===== src/haec_pkg.sv =====
// Constants and types for the halt, inspection and fault control block
package haec_pkg;

  // Internal memory map and boot addresses
  localparam logic [31:0] HAEC_INT_BASE  = 32'h8000_0000;
  localparam logic [31:0] HAEC_INT_TOP   = 32'h8000_0fff;
  localparam logic [31:0] HAEC_USER_BASE = 32'h8000_0070;
  localparam logic [31:0] HAEC_CFG_BASE  = 32'h7fff_ff6c;
  localparam logic [31:0] HAEC_BOOT_VEC  = 32'h7fff_fffe;
  localparam logic [31:0] HAEC_WORD_MASK = 32'hffff_fffc;

  // Instruction pointer offsets left at a halt
  localparam logic [31:0] HAEC_FAULT_IP_OFS = 32'h0000_0002;
  localparam logic [31:0] HAEC_INSP_IP_OFS  = 32'h0000_0001;

  // Time slices allowed before an inspection halt is forced
  localparam logic [1:0]  HAEC_SLICE_LIMIT = 2'h3;

  // Register byte offsets
  localparam logic [7:0]  HAEC_CTRL_OFS       = 8'h00;
  localparam logic [7:0]  HAEC_STATUS_OFS     = 8'h04;
  localparam logic [7:0]  HAEC_HALT_IPTR_OFS  = 8'h08;
  localparam logic [7:0]  HAEC_HALT_WDESC_OFS = 8'h0c;
  localparam logic [7:0]  HAEC_BOOT_IPTR_OFS  = 8'h10;
  localparam logic [7:0]  HAEC_BOOT_WPTR_OFS  = 8'h14;
  localparam logic [7:0]  HAEC_BOOT_LINK_OFS  = 8'h18;
  localparam logic [7:0]  HAEC_LOAD_END_OFS   = 8'h1c;

  // Control register bit positions (write one to act)
  localparam int HAEC_CTRL_FSET_BIT = 0;
  localparam int HAEC_CTRL_SSET_BIT = 1;
  localparam int HAEC_CTRL_SCLR_BIT = 2;
  localparam int HAEC_CTRL_FCLR_BIT = 3;

  // Reset value of the loaded-code end register
  localparam logic [31:0] HAEC_LOAD_END_RST = 32'h8000_0070;

  typedef enum logic [7:0] {
    HAEC_ST_INIT      = 8'h01,
    HAEC_ST_BOOT_CFG  = 8'h02,
    HAEC_ST_BOOT_INSP = 8'h04,
    HAEC_ST_BOOT_LINK = 8'h08,
    HAEC_ST_RUN       = 8'h10,
    HAEC_ST_PEND_INSP = 8'h20,
    HAEC_ST_PEND_FLT  = 8'h40,
    HAEC_ST_HALTED    = 8'h80
  } haec_state_t;

endpackage


===== src/haec_ctrl.sv =====
// Halt, inspection and fault-flag control with APB register access
// Overview of operation
// - Inspection halt waits for the next descheduling point, never mid-instruction.
// - Inspection halt completes within three time slices plus high-priority work.
// - Memory refresh keeps running while halted for either reason.
// - Inspection halt: inputs finish, outputs send buffered bytes, no memory fetch.
// - Reset with inspection request high skips memory configuration and refresh burst.
// - After inspection reset boot on request low: from ROM if ROM boot selected, else await link byte.
// - After inspection, instruction pointer is user base (link) or boot vector (ROM).
// - Workspace pointer is user base for ROM, first free word for link.
// - Stack registers hold halt pointer, halt descriptor and booting link number.
// - Fault pin is internal fault flag ORed with chained fault input.
// - Fault flag set by overflow, divide by zero, bounds, software or FPU.
// - Chained fault input affects only the fault pin.
// - Fault flag rising while stop-on-fault set halts every process.
// - Setting stop-on-fault with fault already set does not halt.
// - Flags saved on pre-emption, passed on, restored when high priority ends.
// - Fault halt lets links finish outstanding transfers before shutdown.
// - Fault halt pointer two past instruction, inspection one past; copied to A.
// - Internal memory 80000000 to 80000FFF, user base 80000070 above reserved words.
// - Byte addressed memory, words four-byte aligned, low byte at low address.
// - Configuration data from 7FFFFF6C upward, ROM boot code at 7FFFFFFE.
// - ROM boot fetches from top two bytes of memory at low priority.
//
// Decided for this implementation: register access over APB and the register offsets.
`timescale 1ns/1ps
module haec_ctrl
  import haec_pkg::*;
#(
  parameter int APB_AW = 8
) (
  input  wire logic              clock,
  input  wire logic              rstn,
  input  wire logic              clk_en,
  input  wire logic              psel,
  input  wire logic              penable,
  input  wire logic              pwrite,
  input  wire logic [APB_AW-1:0] paddr,
  input  wire logic [31:0]       pwdata,
  output logic      [31:0]       prdata,
  output logic                   pready,
  output logic                   pslverr,
  input  wire logic              inspect_req,
  input  wire logic              rom_boot_select,
  input  wire logic              fault_chain_in,
  output logic                   fault_out,
  input  wire logic              cfg_done,
  input  wire logic              link_boot_done,
  input  wire logic [1:0]        link_boot_id,
  input  wire logic              links_idle,
  input  wire logic              desched_point,
  input  wire logic              slice_tick,
  input  wire logic              hi_prio_active,
  input  wire logic              preempt_start,
  input  wire logic              preempt_end,
  input  wire logic              overflow_evt,
  input  wire logic              div_zero_evt,
  input  wire logic              bound_evt,
  input  wire logic              fpu_fault_evt,
  input  wire logic [31:0]       fault_instr_addr,
  input  wire logic [31:0]       cur_iptr,
  input  wire logic [31:0]       cur_wdesc,
  input  wire logic [31:0]       mem_addr,
  output logic                   run_en,
  output logic                   out_fetch_en,
  output logic                   refresh_en,
  output logic                   skip_mem_cfg,
  output logic                   boot_go,
  output logic                   boot_low_prio,
  output logic                   halted,
  output logic                   addr_internal,
  output logic                   addr_user,
  output logic                   addr_cfg,
  output logic      [31:0]       addr_word
);

  typedef struct packed {
    haec_state_t st;
    logic        fault;
    logic        stop;
    logic        sv_fault;
    logic        sv_stop;
    logic [1:0]  slice_cnt;
    logic [31:0] halt_iptr;
    logic [31:0] halt_wdesc;
    logic [31:0] boot_iptr;
    logic [31:0] boot_wptr;
    logic [1:0]  boot_link;
    logic [31:0] load_end;
    logic [31:0] prdata;
    logic        pready;
    logic        pslverr;
    logic        fault_out;
    logic        run_en;
    logic        out_fetch;
    logic        refresh;
    logic        skip_cfg;
    logic        boot_go;
    logic        halted;
    logic        addr_int;
    logic        addr_user;
    logic        addr_cfg;
    logic [31:0] addr_word;
  } haec_regs_t;

  haec_regs_t s_q;
  haec_regs_t s_d;

  logic        setup_ph;
  logic        wr_acc;
  logic        wr_ctrl;
  logic        fault_evt;
  logic        boot_ready;
  logic [31:0] status_w;
  logic [7:0]  reg_ofs;

  always_comb begin
    s_d        = s_q;
    reg_ofs    = 8'(paddr);
    setup_ph   = psel && !penable;
    // A write lands only on the edge where the master sees pready high
    wr_acc     = psel && penable && s_q.pready && pwrite;
    wr_ctrl    = wr_acc && (reg_ofs == HAEC_CTRL_OFS);
    boot_ready = 1'b0;
    status_w   = {s_q.st, 16'h0, s_q.halted, s_q.run_en, s_q.skip_cfg,
                  s_q.sv_stop, s_q.sv_fault, s_q.stop, s_q.fault, 1'b0};
    fault_evt  = overflow_evt || div_zero_evt || bound_evt || fpu_fault_evt ||
                 (wr_ctrl && pwdata[HAEC_CTRL_FSET_BIT]);

    s_d.boot_go = 1'b0;
    s_d.pready  = 1'b0;
    s_d.pslverr = 1'b0;

    // Zero-wait-state APB slave: decode in setup, answer in access phase
    if (setup_ph) begin
      s_d.pready = 1'b1;
      case (reg_ofs)
        HAEC_CTRL_OFS:       s_d.prdata = 32'h0;
        HAEC_STATUS_OFS:     s_d.prdata = status_w;
        HAEC_HALT_IPTR_OFS:  s_d.prdata = s_q.halt_iptr;
        HAEC_HALT_WDESC_OFS: s_d.prdata = s_q.halt_wdesc;
        HAEC_BOOT_IPTR_OFS:  s_d.prdata = s_q.boot_iptr;
        HAEC_BOOT_WPTR_OFS:  s_d.prdata = s_q.boot_wptr;
        HAEC_BOOT_LINK_OFS:  s_d.prdata = {30'h0, s_q.boot_link};
        HAEC_LOAD_END_OFS:   s_d.prdata = s_q.load_end;
        default: begin
          s_d.prdata  = 32'h0;
          s_d.pslverr = 1'b1;
        end
      endcase
    end

    if (wr_acc && reg_ofs == HAEC_LOAD_END_OFS) begin
      s_d.load_end = pwdata & HAEC_WORD_MASK;
    end

    // save on pre-emption, restore at the end
    if (preempt_start) begin
      s_d.sv_fault = s_q.fault;
      s_d.sv_stop  = s_q.stop;
    end else if (preempt_end) begin
      s_d.fault = s_q.sv_fault;
      s_d.stop  = s_q.sv_stop;
    end

    if (wr_ctrl && pwdata[HAEC_CTRL_SCLR_BIT]) begin
      s_d.stop = 1'b0;
    end
    if (wr_ctrl && pwdata[HAEC_CTRL_SSET_BIT]) begin
      s_d.stop = 1'b1;
    end
    if (wr_ctrl && pwdata[HAEC_CTRL_FCLR_BIT]) begin
      s_d.fault = 1'b0;
    end
    // Set wins over any clear or restore in the same cycle
    if (fault_evt) begin
      s_d.fault = 1'b1;
    end

    // fault pin; chained input touches nothing else
    s_d.fault_out = s_d.fault || fault_chain_in;

    s_d.addr_int  = (mem_addr >= HAEC_INT_BASE) && (mem_addr <= HAEC_INT_TOP);
    s_d.addr_user = (mem_addr >= HAEC_USER_BASE) && (mem_addr <= HAEC_INT_TOP);
    s_d.addr_cfg  = (mem_addr >= HAEC_CFG_BASE) && (mem_addr < HAEC_INT_BASE);
    // byte address to aligned word address
    s_d.addr_word = mem_addr & HAEC_WORD_MASK;

    // refresh keeps running in every state after reset
    s_d.refresh = 1'b1;

    case (s_q.st)
      HAEC_ST_INIT: begin
        // request level caught at the first edge after reset release
        s_d.skip_cfg = inspect_req;
        s_d.st       = inspect_req ? HAEC_ST_BOOT_INSP : HAEC_ST_BOOT_CFG;
      end
      HAEC_ST_BOOT_CFG: begin
        boot_ready = cfg_done;
      end
      HAEC_ST_BOOT_INSP: begin
        // boot waits for the request to fall
        boot_ready = !inspect_req;
      end
      HAEC_ST_BOOT_LINK: begin
        if (link_boot_done) begin
          // link boot starts at user base
          s_d.boot_iptr = HAEC_USER_BASE;
          s_d.boot_wptr = s_q.load_end;
          s_d.boot_link = link_boot_id;
          s_d.boot_go   = 1'b1;
          s_d.run_en    = 1'b1;
          s_d.out_fetch = 1'b1;
          s_d.st        = HAEC_ST_RUN;
        end
      end
      HAEC_ST_RUN: begin
        // halt on a rising fault with stop armed; needs a fresh rise
        if (fault_evt && !s_q.fault && s_q.stop) begin
          s_d.run_en     = 1'b0;
          // two bytes past the faulting instruction
          s_d.halt_iptr  = fault_instr_addr + HAEC_FAULT_IP_OFS;
          s_d.halt_wdesc = cur_wdesc;
          s_d.st         = HAEC_ST_PEND_FLT;
        end else if (inspect_req) begin
          // stop further output fetches at once
          s_d.out_fetch = 1'b0;
          s_d.slice_cnt = 2'h0;
          s_d.st        = HAEC_ST_PEND_INSP;
        end
      end
      HAEC_ST_PEND_INSP: begin
        // or force it on the third low-priority slice
        if (desched_point ||
            (slice_tick && !hi_prio_active && s_q.slice_cnt == HAEC_SLICE_LIMIT - 2'h1)) begin
          s_d.run_en     = 1'b0;
          s_d.halted     = 1'b1;
          // one byte past the current instruction
          s_d.halt_iptr  = cur_iptr + HAEC_INSP_IP_OFS;
          s_d.halt_wdesc = cur_wdesc;
          s_d.st         = HAEC_ST_HALTED;
        end else if (slice_tick && !hi_prio_active) begin
          s_d.slice_cnt = s_q.slice_cnt + 2'h1;
        end
      end
      HAEC_ST_PEND_FLT: begin
        // links drain before fetches are shut off
        if (links_idle) begin
          s_d.out_fetch = 1'b0;
          s_d.halted    = 1'b1;
          s_d.st        = HAEC_ST_HALTED;
        end
      end
      HAEC_ST_HALTED: begin
        // only reset leaves this state; rely on the controller
        s_d.run_en    = 1'b0;
        s_d.out_fetch = 1'b0;
      end
      default: begin
        s_d.st = HAEC_ST_INIT;
      end
    endcase

    if (boot_ready) begin
      if (rom_boot_select) begin
        // ROM boot from the top two bytes, low priority
        s_d.boot_iptr = HAEC_BOOT_VEC;
        s_d.boot_wptr = HAEC_USER_BASE;
        s_d.boot_go   = 1'b1;
        s_d.run_en    = 1'b1;
        s_d.out_fetch = 1'b1;
        s_d.st        = HAEC_ST_RUN;
      end else begin
        s_d.st = HAEC_ST_BOOT_LINK;
      end
    end
  end

  always_ff @(posedge clock or negedge rstn) begin
    if (!rstn) begin
      s_q          <= '0;
      s_q.st       <= HAEC_ST_INIT;
      s_q.load_end <= HAEC_LOAD_END_RST;
    end else if (clk_en) begin
      s_q <= s_d;
    end
  end

  assign prdata        = s_q.prdata;
  assign pready        = s_q.pready;
  assign pslverr       = s_q.pslverr;
  assign fault_out     = s_q.fault_out;
  assign run_en        = s_q.run_en;
  assign out_fetch_en  = s_q.out_fetch;
  assign refresh_en    = s_q.refresh;
  assign skip_mem_cfg  = s_q.skip_cfg;
  assign boot_go       = s_q.boot_go;
  // Every boot enters at low priority
  assign boot_low_prio = s_q.boot_go;
  assign halted        = s_q.halted;
  assign addr_internal = s_q.addr_int;
  assign addr_user     = s_q.addr_user;
  assign addr_cfg      = s_q.addr_cfg;
  assign addr_word     = s_q.addr_word;
endmodule // haec_ctrl


===== config.mk =====
export PLATFORM = sky130hd
export DESIGN_NAME = haec_ctrl
export DESIGN_NICKNAME = d
export VERILOG_FILES = /design/src/haec_pkg.sv /design/src/haec_ctrl.sv
export SDC_FILE = /design/constraint.sdc
export NUM_CORES = 1
export LEC_CHECK = 0
export CORE_ASPECT_RATIO = 0.8
export CORE_MARGIN = 3
export CORE_UTILIZATION = 45
export DETAILED_ROUTE_END_ITERATION = 10
export DONT_BUFFER_PORTS = 1
export REMOVE_ABC_BUFFERS = 1
export SYNTH_ARGS = -nofsm -noshare
export SYNTH_HDL_FRONTEND = slang
export SYNTH_SLANG_ARGS = --single-unit

===== constraint.sdc =====
create_clock -name clock -period 2.8 [get_ports clock]
set_clock_uncertainty 0.15 [all_clocks]
set_input_delay 0.28 -clock clock [delete_from_list [all_inputs] [get_ports clock]]
set_output_delay 0.28 -clock clock [all_outputs]
set_load 0.05 [all_outputs]

==> results of run 1 <==
[Yosys cell counts (18+ instances only)]
| master | count | area [um2] |
|---|---|---|
| clkbuf_1 | 59 | 221 |
| mux2i_1 | 19 | 190 |
| nand4_1 | 31 | 194 |
| and3_1 | 23 | 144 |
| o21ai_0 | 59 | 295 |
| inv_1 | 18 | 67.6 |
| a221oi_1 | 18 | 158 |
| a21o_1 | 44 | 330 |
| a22o_1 | 52 | 455 |
| a21oi_1 | 56 | 280 |
| buf_4 | 65 | 488 |
| xor2_1 | 29 | 254 |
| nor2_1 | 31 | 116 |
| nand3_1 | 29 | 145 |
| dfrtp_1 | 243 | 6080 |
| mux2_2 | 113 | 1270 |
| xnor2_1 | 29 | 254 |
| nand2_1 | 165 | 619 |
[layer usage]
metal  global-route usage  up-vias  routed length, um  part of all wire
met5                    0        -                 27           0.00074
met2                0.350      356              15900              0.44
met1                0.345     4961              16800              0.46
met4               0.0438        4                572             0.016
li1                     -     4650                  -                 -
met3               0.0578       48               2950             0.081
[path summary, 6_finish.rpt]
| path | depth (start not counted) | endpoint | start |
|---|---|---|---|
| max reg2reg | 7 | s_q[222]$_DFFE_PN0P_ | s_q[250]$_DFFE_PN0P_ |
| min in group clock | 3 | s_q[216]$_DFFE_PN0P_ | fault_instr_addr[10] |
| max in group asynchronous | 0 | prdata[10]$_DFFE_PN0P_ | rstn |
| min | 0 | s_q[198]$_DFFE_PN0P_ | rstn |
| max | 7 | s_q[222]$_DFFE_PN0P_ | s_q[250]$_DFFE_PN0P_ |
| min reg2reg | 2 | s_q[108]$_DFFE_PN0P_ | s_q[108]$_DFFE_PN0P_ |
[area by class of cell]
| type | instances | area [um2] |
|---|---|---|
| well taps | 364 | 455 |
| inverters | 18 | 67.6 |
| flip-flops and latches | 248 | 6210 |
| clock buffers | 36 | 759 |
| repair buffers | 217 | 2170 |
| multi-input cells | 831 | 5790 |
| fillers | 2386 | 12100 |
| clock inverters | 14 | 146 |
[placed cells by master (no fill, tap or decap), types with 4 or more instances in the layout]
cell	synthesis	final
and4_1	11	11
nor2_1	31	31
or3_1	7	7
a22o_1	52	52
nor2b_1	6	6
a221oi_1	18	18
clkinv_2	0	7
nand2_1	165	165
a21oi_1	56	56
nor4_1	13	13
o21ai_0	59	59
inv_1	18	18
dfstp_2	5	5
clkbuf_8	0	5
a21o_1	44	44
nor3b_1	4	4
xor2_1	29	29
nand3_1	29	29
clkbuf_16	0	27
mux2i_1	19	19
clkbuf_1	59	4
nor3_1	17	15
nand4_1	31	31
nand4b_1	4	4
dlygate4sd3_1	0	183
xnor2_1	29	29
and3_1	23	22
mux2_2	113	113
dfrtp_1	243	243
a31oi_1	7	7
buf_12	0	5
buf_4	65	28
a222oi_1	13	13
[power by group through the flow]
stage	clock network, mW	registers (mW)	logic [mW]
final	3.59	4.94	1.57
after global routing	3.86	5.02	1.74
after CTS	3.68	4.93	1.56
after detailed placement	0	5.00	1.31
after global placement	0	4.98	1.28
after floorplan	0	4.84	1.00
[worst max-delay path: stages, from the launching register on]
cell and delay (ns):
dfrtp_1 0.39, buf_4 0.19, nor2_1 0.29, and4_1 0.25, buf_4 0.30, mux2i_1 0.28, dlygate4sd3_1 0.60, o21ai_0 0.07
[cell families after synthesis]
logic type / after synthesis / share of synthesized area
buffers and inverters: 162 / 0.0688
adder cells (fa/ha/maj): 3 / 0.00292
AND/OR/NAND/NOR: 359 / 0.141
flip-flops: 248 / 0.483
multiplexers: 132 / 0.114
XOR/XNOR: 58 / 0.0395
other: 1 / 0.000292
AO/OA/AOI/OAI: 277 / 0.151
[repair_timing]
action / in CTS / in global routing
endpoints found under the setup margin: 0 / 50
gates resized for setup: 0 / 2
hold endpoints to repair: 399 / 248
[per-stage QoR]
stage,cells,total power [mW]
final,1728,10.1
after global placement,1494,6.27
after global routing,1728,10.6
after CTS,1728,10.2
after floorplan,1097,5.84
after detailed placement,1494,6.31
==> flow_summary.toml, run 1 <==
[placed_design]
routabilityCongestion = 0.860
pre_cts_slack_ns = 0.114
dpl-instance-area_mm2 = 0.0128
io_buffer_count = 0
dpl.hpwl_mm = 23.9

[synth]
syn_avg_cell_area_um2 = 10.4
syn_inst = 1240
ys.warnings.count = 0
synth.cell_area_mm2 = 0.0129
ys_ff_latch = 248
synth_seq_area_share = 0.483
ys.flop_type = "dfrtp_1"
synth_enable_flop_cells = 0
ys_types = 61
async_flop_share = 1.00

[detailed_routing]
drt.antenna.violating_nets = 0
drtIter0Drc = 777
viasPerCell = 5.80
drc = 0
first_pass_iters = 8
avgRoutedWirePerCell_um = 21.0
num_vias = 10000
wl_mm = 36.3

[layout]
final_util = 0.563
design_area_mm2 = 0.0156
drive_gt1_frac = 0.155
nets = 1537
syn_to_final_growth_pct = 21.4
insertedDiodeCount = 0
largest_reg_flops = 174
regMostFlops = "s_q"

[global_routing]
grt-ovfl-total = 0
grt_first_pass_wirelength_mm = 57.4
grt_start_max_net_pins = 249
antenna_found_initial = 2
grt_pass1_vias = 9929
track_usage = 0.232

[floorplanning]
pin_count = 268
die_y_um = 157
start_util = 0.464
die_x_um = 195
rows = 54
dieArea_mm2 = 0.0306
coreArea_mm2 = 0.0277

[timing]
fmaxAchievable_mhz = 375
rsz0062_at_grt = "false"
relSlewSlack = 0.365
drv_slew = 0
postLayoutSetupSlackWorst_ns = 0.131
finalSetupViolCount = 0
worst_pin_slew_ns = 0.952
period_needed_ns = 2.67
report.final.hold_viol_count = 248
whs_ns = -0.704
post-route-period-util = 0.953
tns_ns = 0

[flow_run]
maxCapViolCount = 0

[clock_tree]
cts.sinks = 248
postCtsSetupRepairBufs = 0
cts_hold_buf = 184
clockBufferDepth = 3
clk_latency_ns = 0.54
path_clk_slew_ns = 0.06
cts_buffers = 27
cts_tree = "done"
root_buffer = "clkbuf_16"
htreeDepth = 1

[status]
violations = "hold timing"
status = "complete, but fails checks"

[power]
switching_share = 0.289
vdd_drop_max_v = 0.000452
intPower_mw = 7.19
cellPowerDensity_mw_per_mm2 = 648
p_sw_mw = 2.92
p_seq_frac = 0.489
p_leak_nw = 6.90
power_frac_comb = 0.156
pwr-share-clk = 0.355

[worst_hold_path]
hold_class = "primary input to async pin"

[setup_path]
crit_required_ns = 3.06
r2r_setup_slack_ns = 0.13
crit_path_start_kind = "flip-flop"
crit_type = "flip-flop to flip-flop"
cp_max_fo = 23
cp.arrival_ns = 2.93
endpoint_kind = "flip-flop"
Note: power is estimated with default switching activity, not from simulation.
==> run 2: changes to the inputs <==
- ABC_AREA: default -> 1
- HOLD_SLACK_MARGIN: default -> 0.05
==> run 2 against run 1 <==
The flow still finishes with violations (hold timing). Wire length is 21% higher. Via count up 27%. Sequential power rose by 4%. Combinational power increased by 20%. Clock power decreased by 2%. First-iteration DRC count up 38%. Largest cell class is now multi-input gates. Core utilization shrank 1.3 points.
==> flow_summary.toml, run 2 <==
[worst_hold_path]
hold_class = "primary input to async pin"

[layout]
layout_commonest_cell = "nand2_1"
regMostFlops = "s_q"
insertedDiodeCount = 0
largest_reg_flops = 174
syn_to_final_growth_pct = 19.9
nets = 2173
drive_gt1_frac = 0.0715
final_cell_mix = "694 x nand2_1, 243 x dfrtp_1, 199 x dlygate4sd3_1"
final.fill_count = 2927

[flow_run]
maxCapViolCount = 0

[floorplanning]
die_x_um = 203
start_util = 0.459
pin_count = 268
die_y_um = 164
dieArea_mm2 = 0.0333
coreArea_mm2 = 0.0305
rows = 57

[power]
p_seq_frac = 0.488
intPower_mw = 7.23
power_frac_comb = 0.179
p_sw_mw = 3.29
pwr-share-clk = 0.334
cellPowerDensity_mw_per_mm2 = 626
p_leak_nw = 8.53
vdd_drop_max_v = 0.000346
switching_share = 0.312

[synth]
synth.cell_area_mm2 = 0.0140
synth_enable_flop_cells = 0
synth_seq_area_share = 0.443
async_flop_share = 1.00
synth_area_leaders = "dfrtp_1 43%, nand2_1 19%, nand3_1 5.5%"
syn_inst = 1858
ys_types = 49
ys_ff_latch = 248
syn_avg_cell_area_um2 = 7.54
ys.flop_type = "dfrtp_1"
synthTopCellsByCount = "695 x nand2_1, 243 x dfrtp_1, 180 x nor2_1, 153 x nand3_1, 121 x inv_1"
synth_top_area_frac = 0.434
ys.warnings.count = 0
yosysMostFrequentCell = "nand2_1"
yosysTopAreaCell = "dfrtp_1"

[placed_design]
dpl.hpwl_mm = 29.7
io_buffer_count = 0
routabilityCongestion = 0.924
pre_cts_slack_ns = 0.512

[detailed_routing]
drc = 0
drt.antenna.violating_nets = 0
first_pass_iters = 5
viasPerCell = 5.26
num_vias = 12700
avgRoutedWirePerCell_um = 18.2
drtIter0Drc = 1074
wl_mm = 44.0

[timing]
tns_ns = 0
relSlewSlack = 0.401
period_needed_ns = 2.68
fmaxAchievable_mhz = 373
rsz0062_at_grt = "true"
worst_pin_slew_ns = 0.899
finalSetupViolCount = 0
post-route-period-util = 0.956
postLayoutSetupSlackWorst_ns = 0.122
report.final.hold_viol_count = 248
drv_slew = 0
whs_ns = -0.715

[global_routing]
antenna_found_initial = 1
grt_start_max_net_pins = 249
track_usage = 0.257
grt_pass1_vias = 12400
grt_first_pass_wirelength_mm = 68.5
grt-ovfl-total = 0

[clock_tree]
clk_latency_ns = 0.55
root_buffer = "clkbuf_16"
htreeDepth = 1
clockBufferDepth = 3
path_clk_slew_ns = 0.06
cts_hold_buf = 200
cts.sinks = 248
postCtsSetupRepairBufs = 0
cts_buffers = 27
cts_tree = "done"

[setup_path]
cp.arrival_ns = 2.96
cp_max_fo = 5
crit_required_ns = 3.08
crit_type = "primary input to flip-flop"
endpoint_kind = "flip-flop"
crit_path_start_kind = "primary input"

[status]
status = "complete, but fails checks"
violations = "hold timing"
## run 2: worst paths after layout
kind | from | to | slack, ns | cells past startpoint
worst max-delay path | fault_instr_addr[1] | s_q[229]$_DFFE_PN0P_ | 0.12 | 13
worst min-delay path | rstn | addr_word[11]$_DFFE_PN0P_ | -0.72 | 0
worst max register to register | s_q[246]$_DFFE_PN0P_ | s_q[209]$_DFFE_PN0P_ | 0.23 | 11
worst min register to register | s_q[146]$_DFFE_PN0P_ | s_q[146]$_DFFE_PN0P_ | 0.31 | 2
max in group asynchronous | rstn | s_q[92]$_DFFE_PN0P_ | 2.75 | 0
min in group clock | fault_instr_addr[25] | s_q[231]$_DFFE_PN0P_ | 0.05 | 5
## run 2: stage by stage
stage	std cells	power, mW	instance area, um2	utilization
6_report	2413	10.5	16800	0.551
5_1_grt	2413	11.1	16800	0.551
4_1_cts	2412	10.6	16700	0.548
3_5_place_dp	2162	6.76	13900	0.454
3_3_place_gp	2162	6.69	13900	0.454
2_1_floorplan	1724	6.29	13100	-
## run 2: routing by layer
metal / track usage / vias up / wire [um]
met5: 0 / - / 7
met4: 0.0572 / 2 / 967
met3: 0.0517 / 76 / 3380
met2: 0.390 / 429 / 19200
met1: 0.381 / 6052 / 20400
li1: - / 6125 / -
## run 2: repair_timing
item	in CTS	in global routing
gates resized for setup	0	11
endpoints found under the hold margin	416	248
setup endpoints to repair	0	35
## run 2: layout make-up
class                      instances  area [um2]  area share
sequential                       248        6210       0.370
clock buffer                      44         820      0.0488
clock inverter                     6        47.5     0.00283
tap                              413         517      0.0307
timing repair buffer             226        2240       0.133
multi-input combinational       1345        6470       0.385
inverter                         131         499      0.0297
## run 2: logic make-up (layout without fill, tap and decap cells)
logic type,count (synthesis),after routing,synth area share
buffers and inverters,266,407,0.0979
adder cells (fa/ha/maj),3,3,0.00268
XOR/XNOR,19,19,0.0119
AND/OR/NAND/NOR,1116,1116,0.336
other,1,2,0.000268
AO/OA/AOI/OAI,155,155,0.0613
multiplexers,50,50,0.0464
flip-flops,248,248,0.443
## run 2: power groups by stage
stage | Sequential [mW] | Clock (mW) | Combinational, mW
2_1_floorplan | 5.05 | 0 | 1.24
3_3_place_gp | 5.16 | 0 | 1.53
3_5_place_dp | 5.18 | 0 | 1.57
4_1_cts | 5.12 | 3.59 | 1.86
5_1_grt | 5.22 | 3.73 | 2.16
6_report | 5.13 | 3.51 | 1.88
## run 2: worst max-delay path: stages
cell           delay, ns
dlygate4sd3_1       0.62
ha_1                0.22
nand2_1             0.14
nor3_4              0.21
nand2_1             0.08
nand2_1             0.06
nand2_1             0.04
dlygate4sd3_1       0.54
nand2_1             0.06
nand2_1             0.05
dlygate4sd3_1       0.55
nand2_1             0.06
nand2_1             0.04
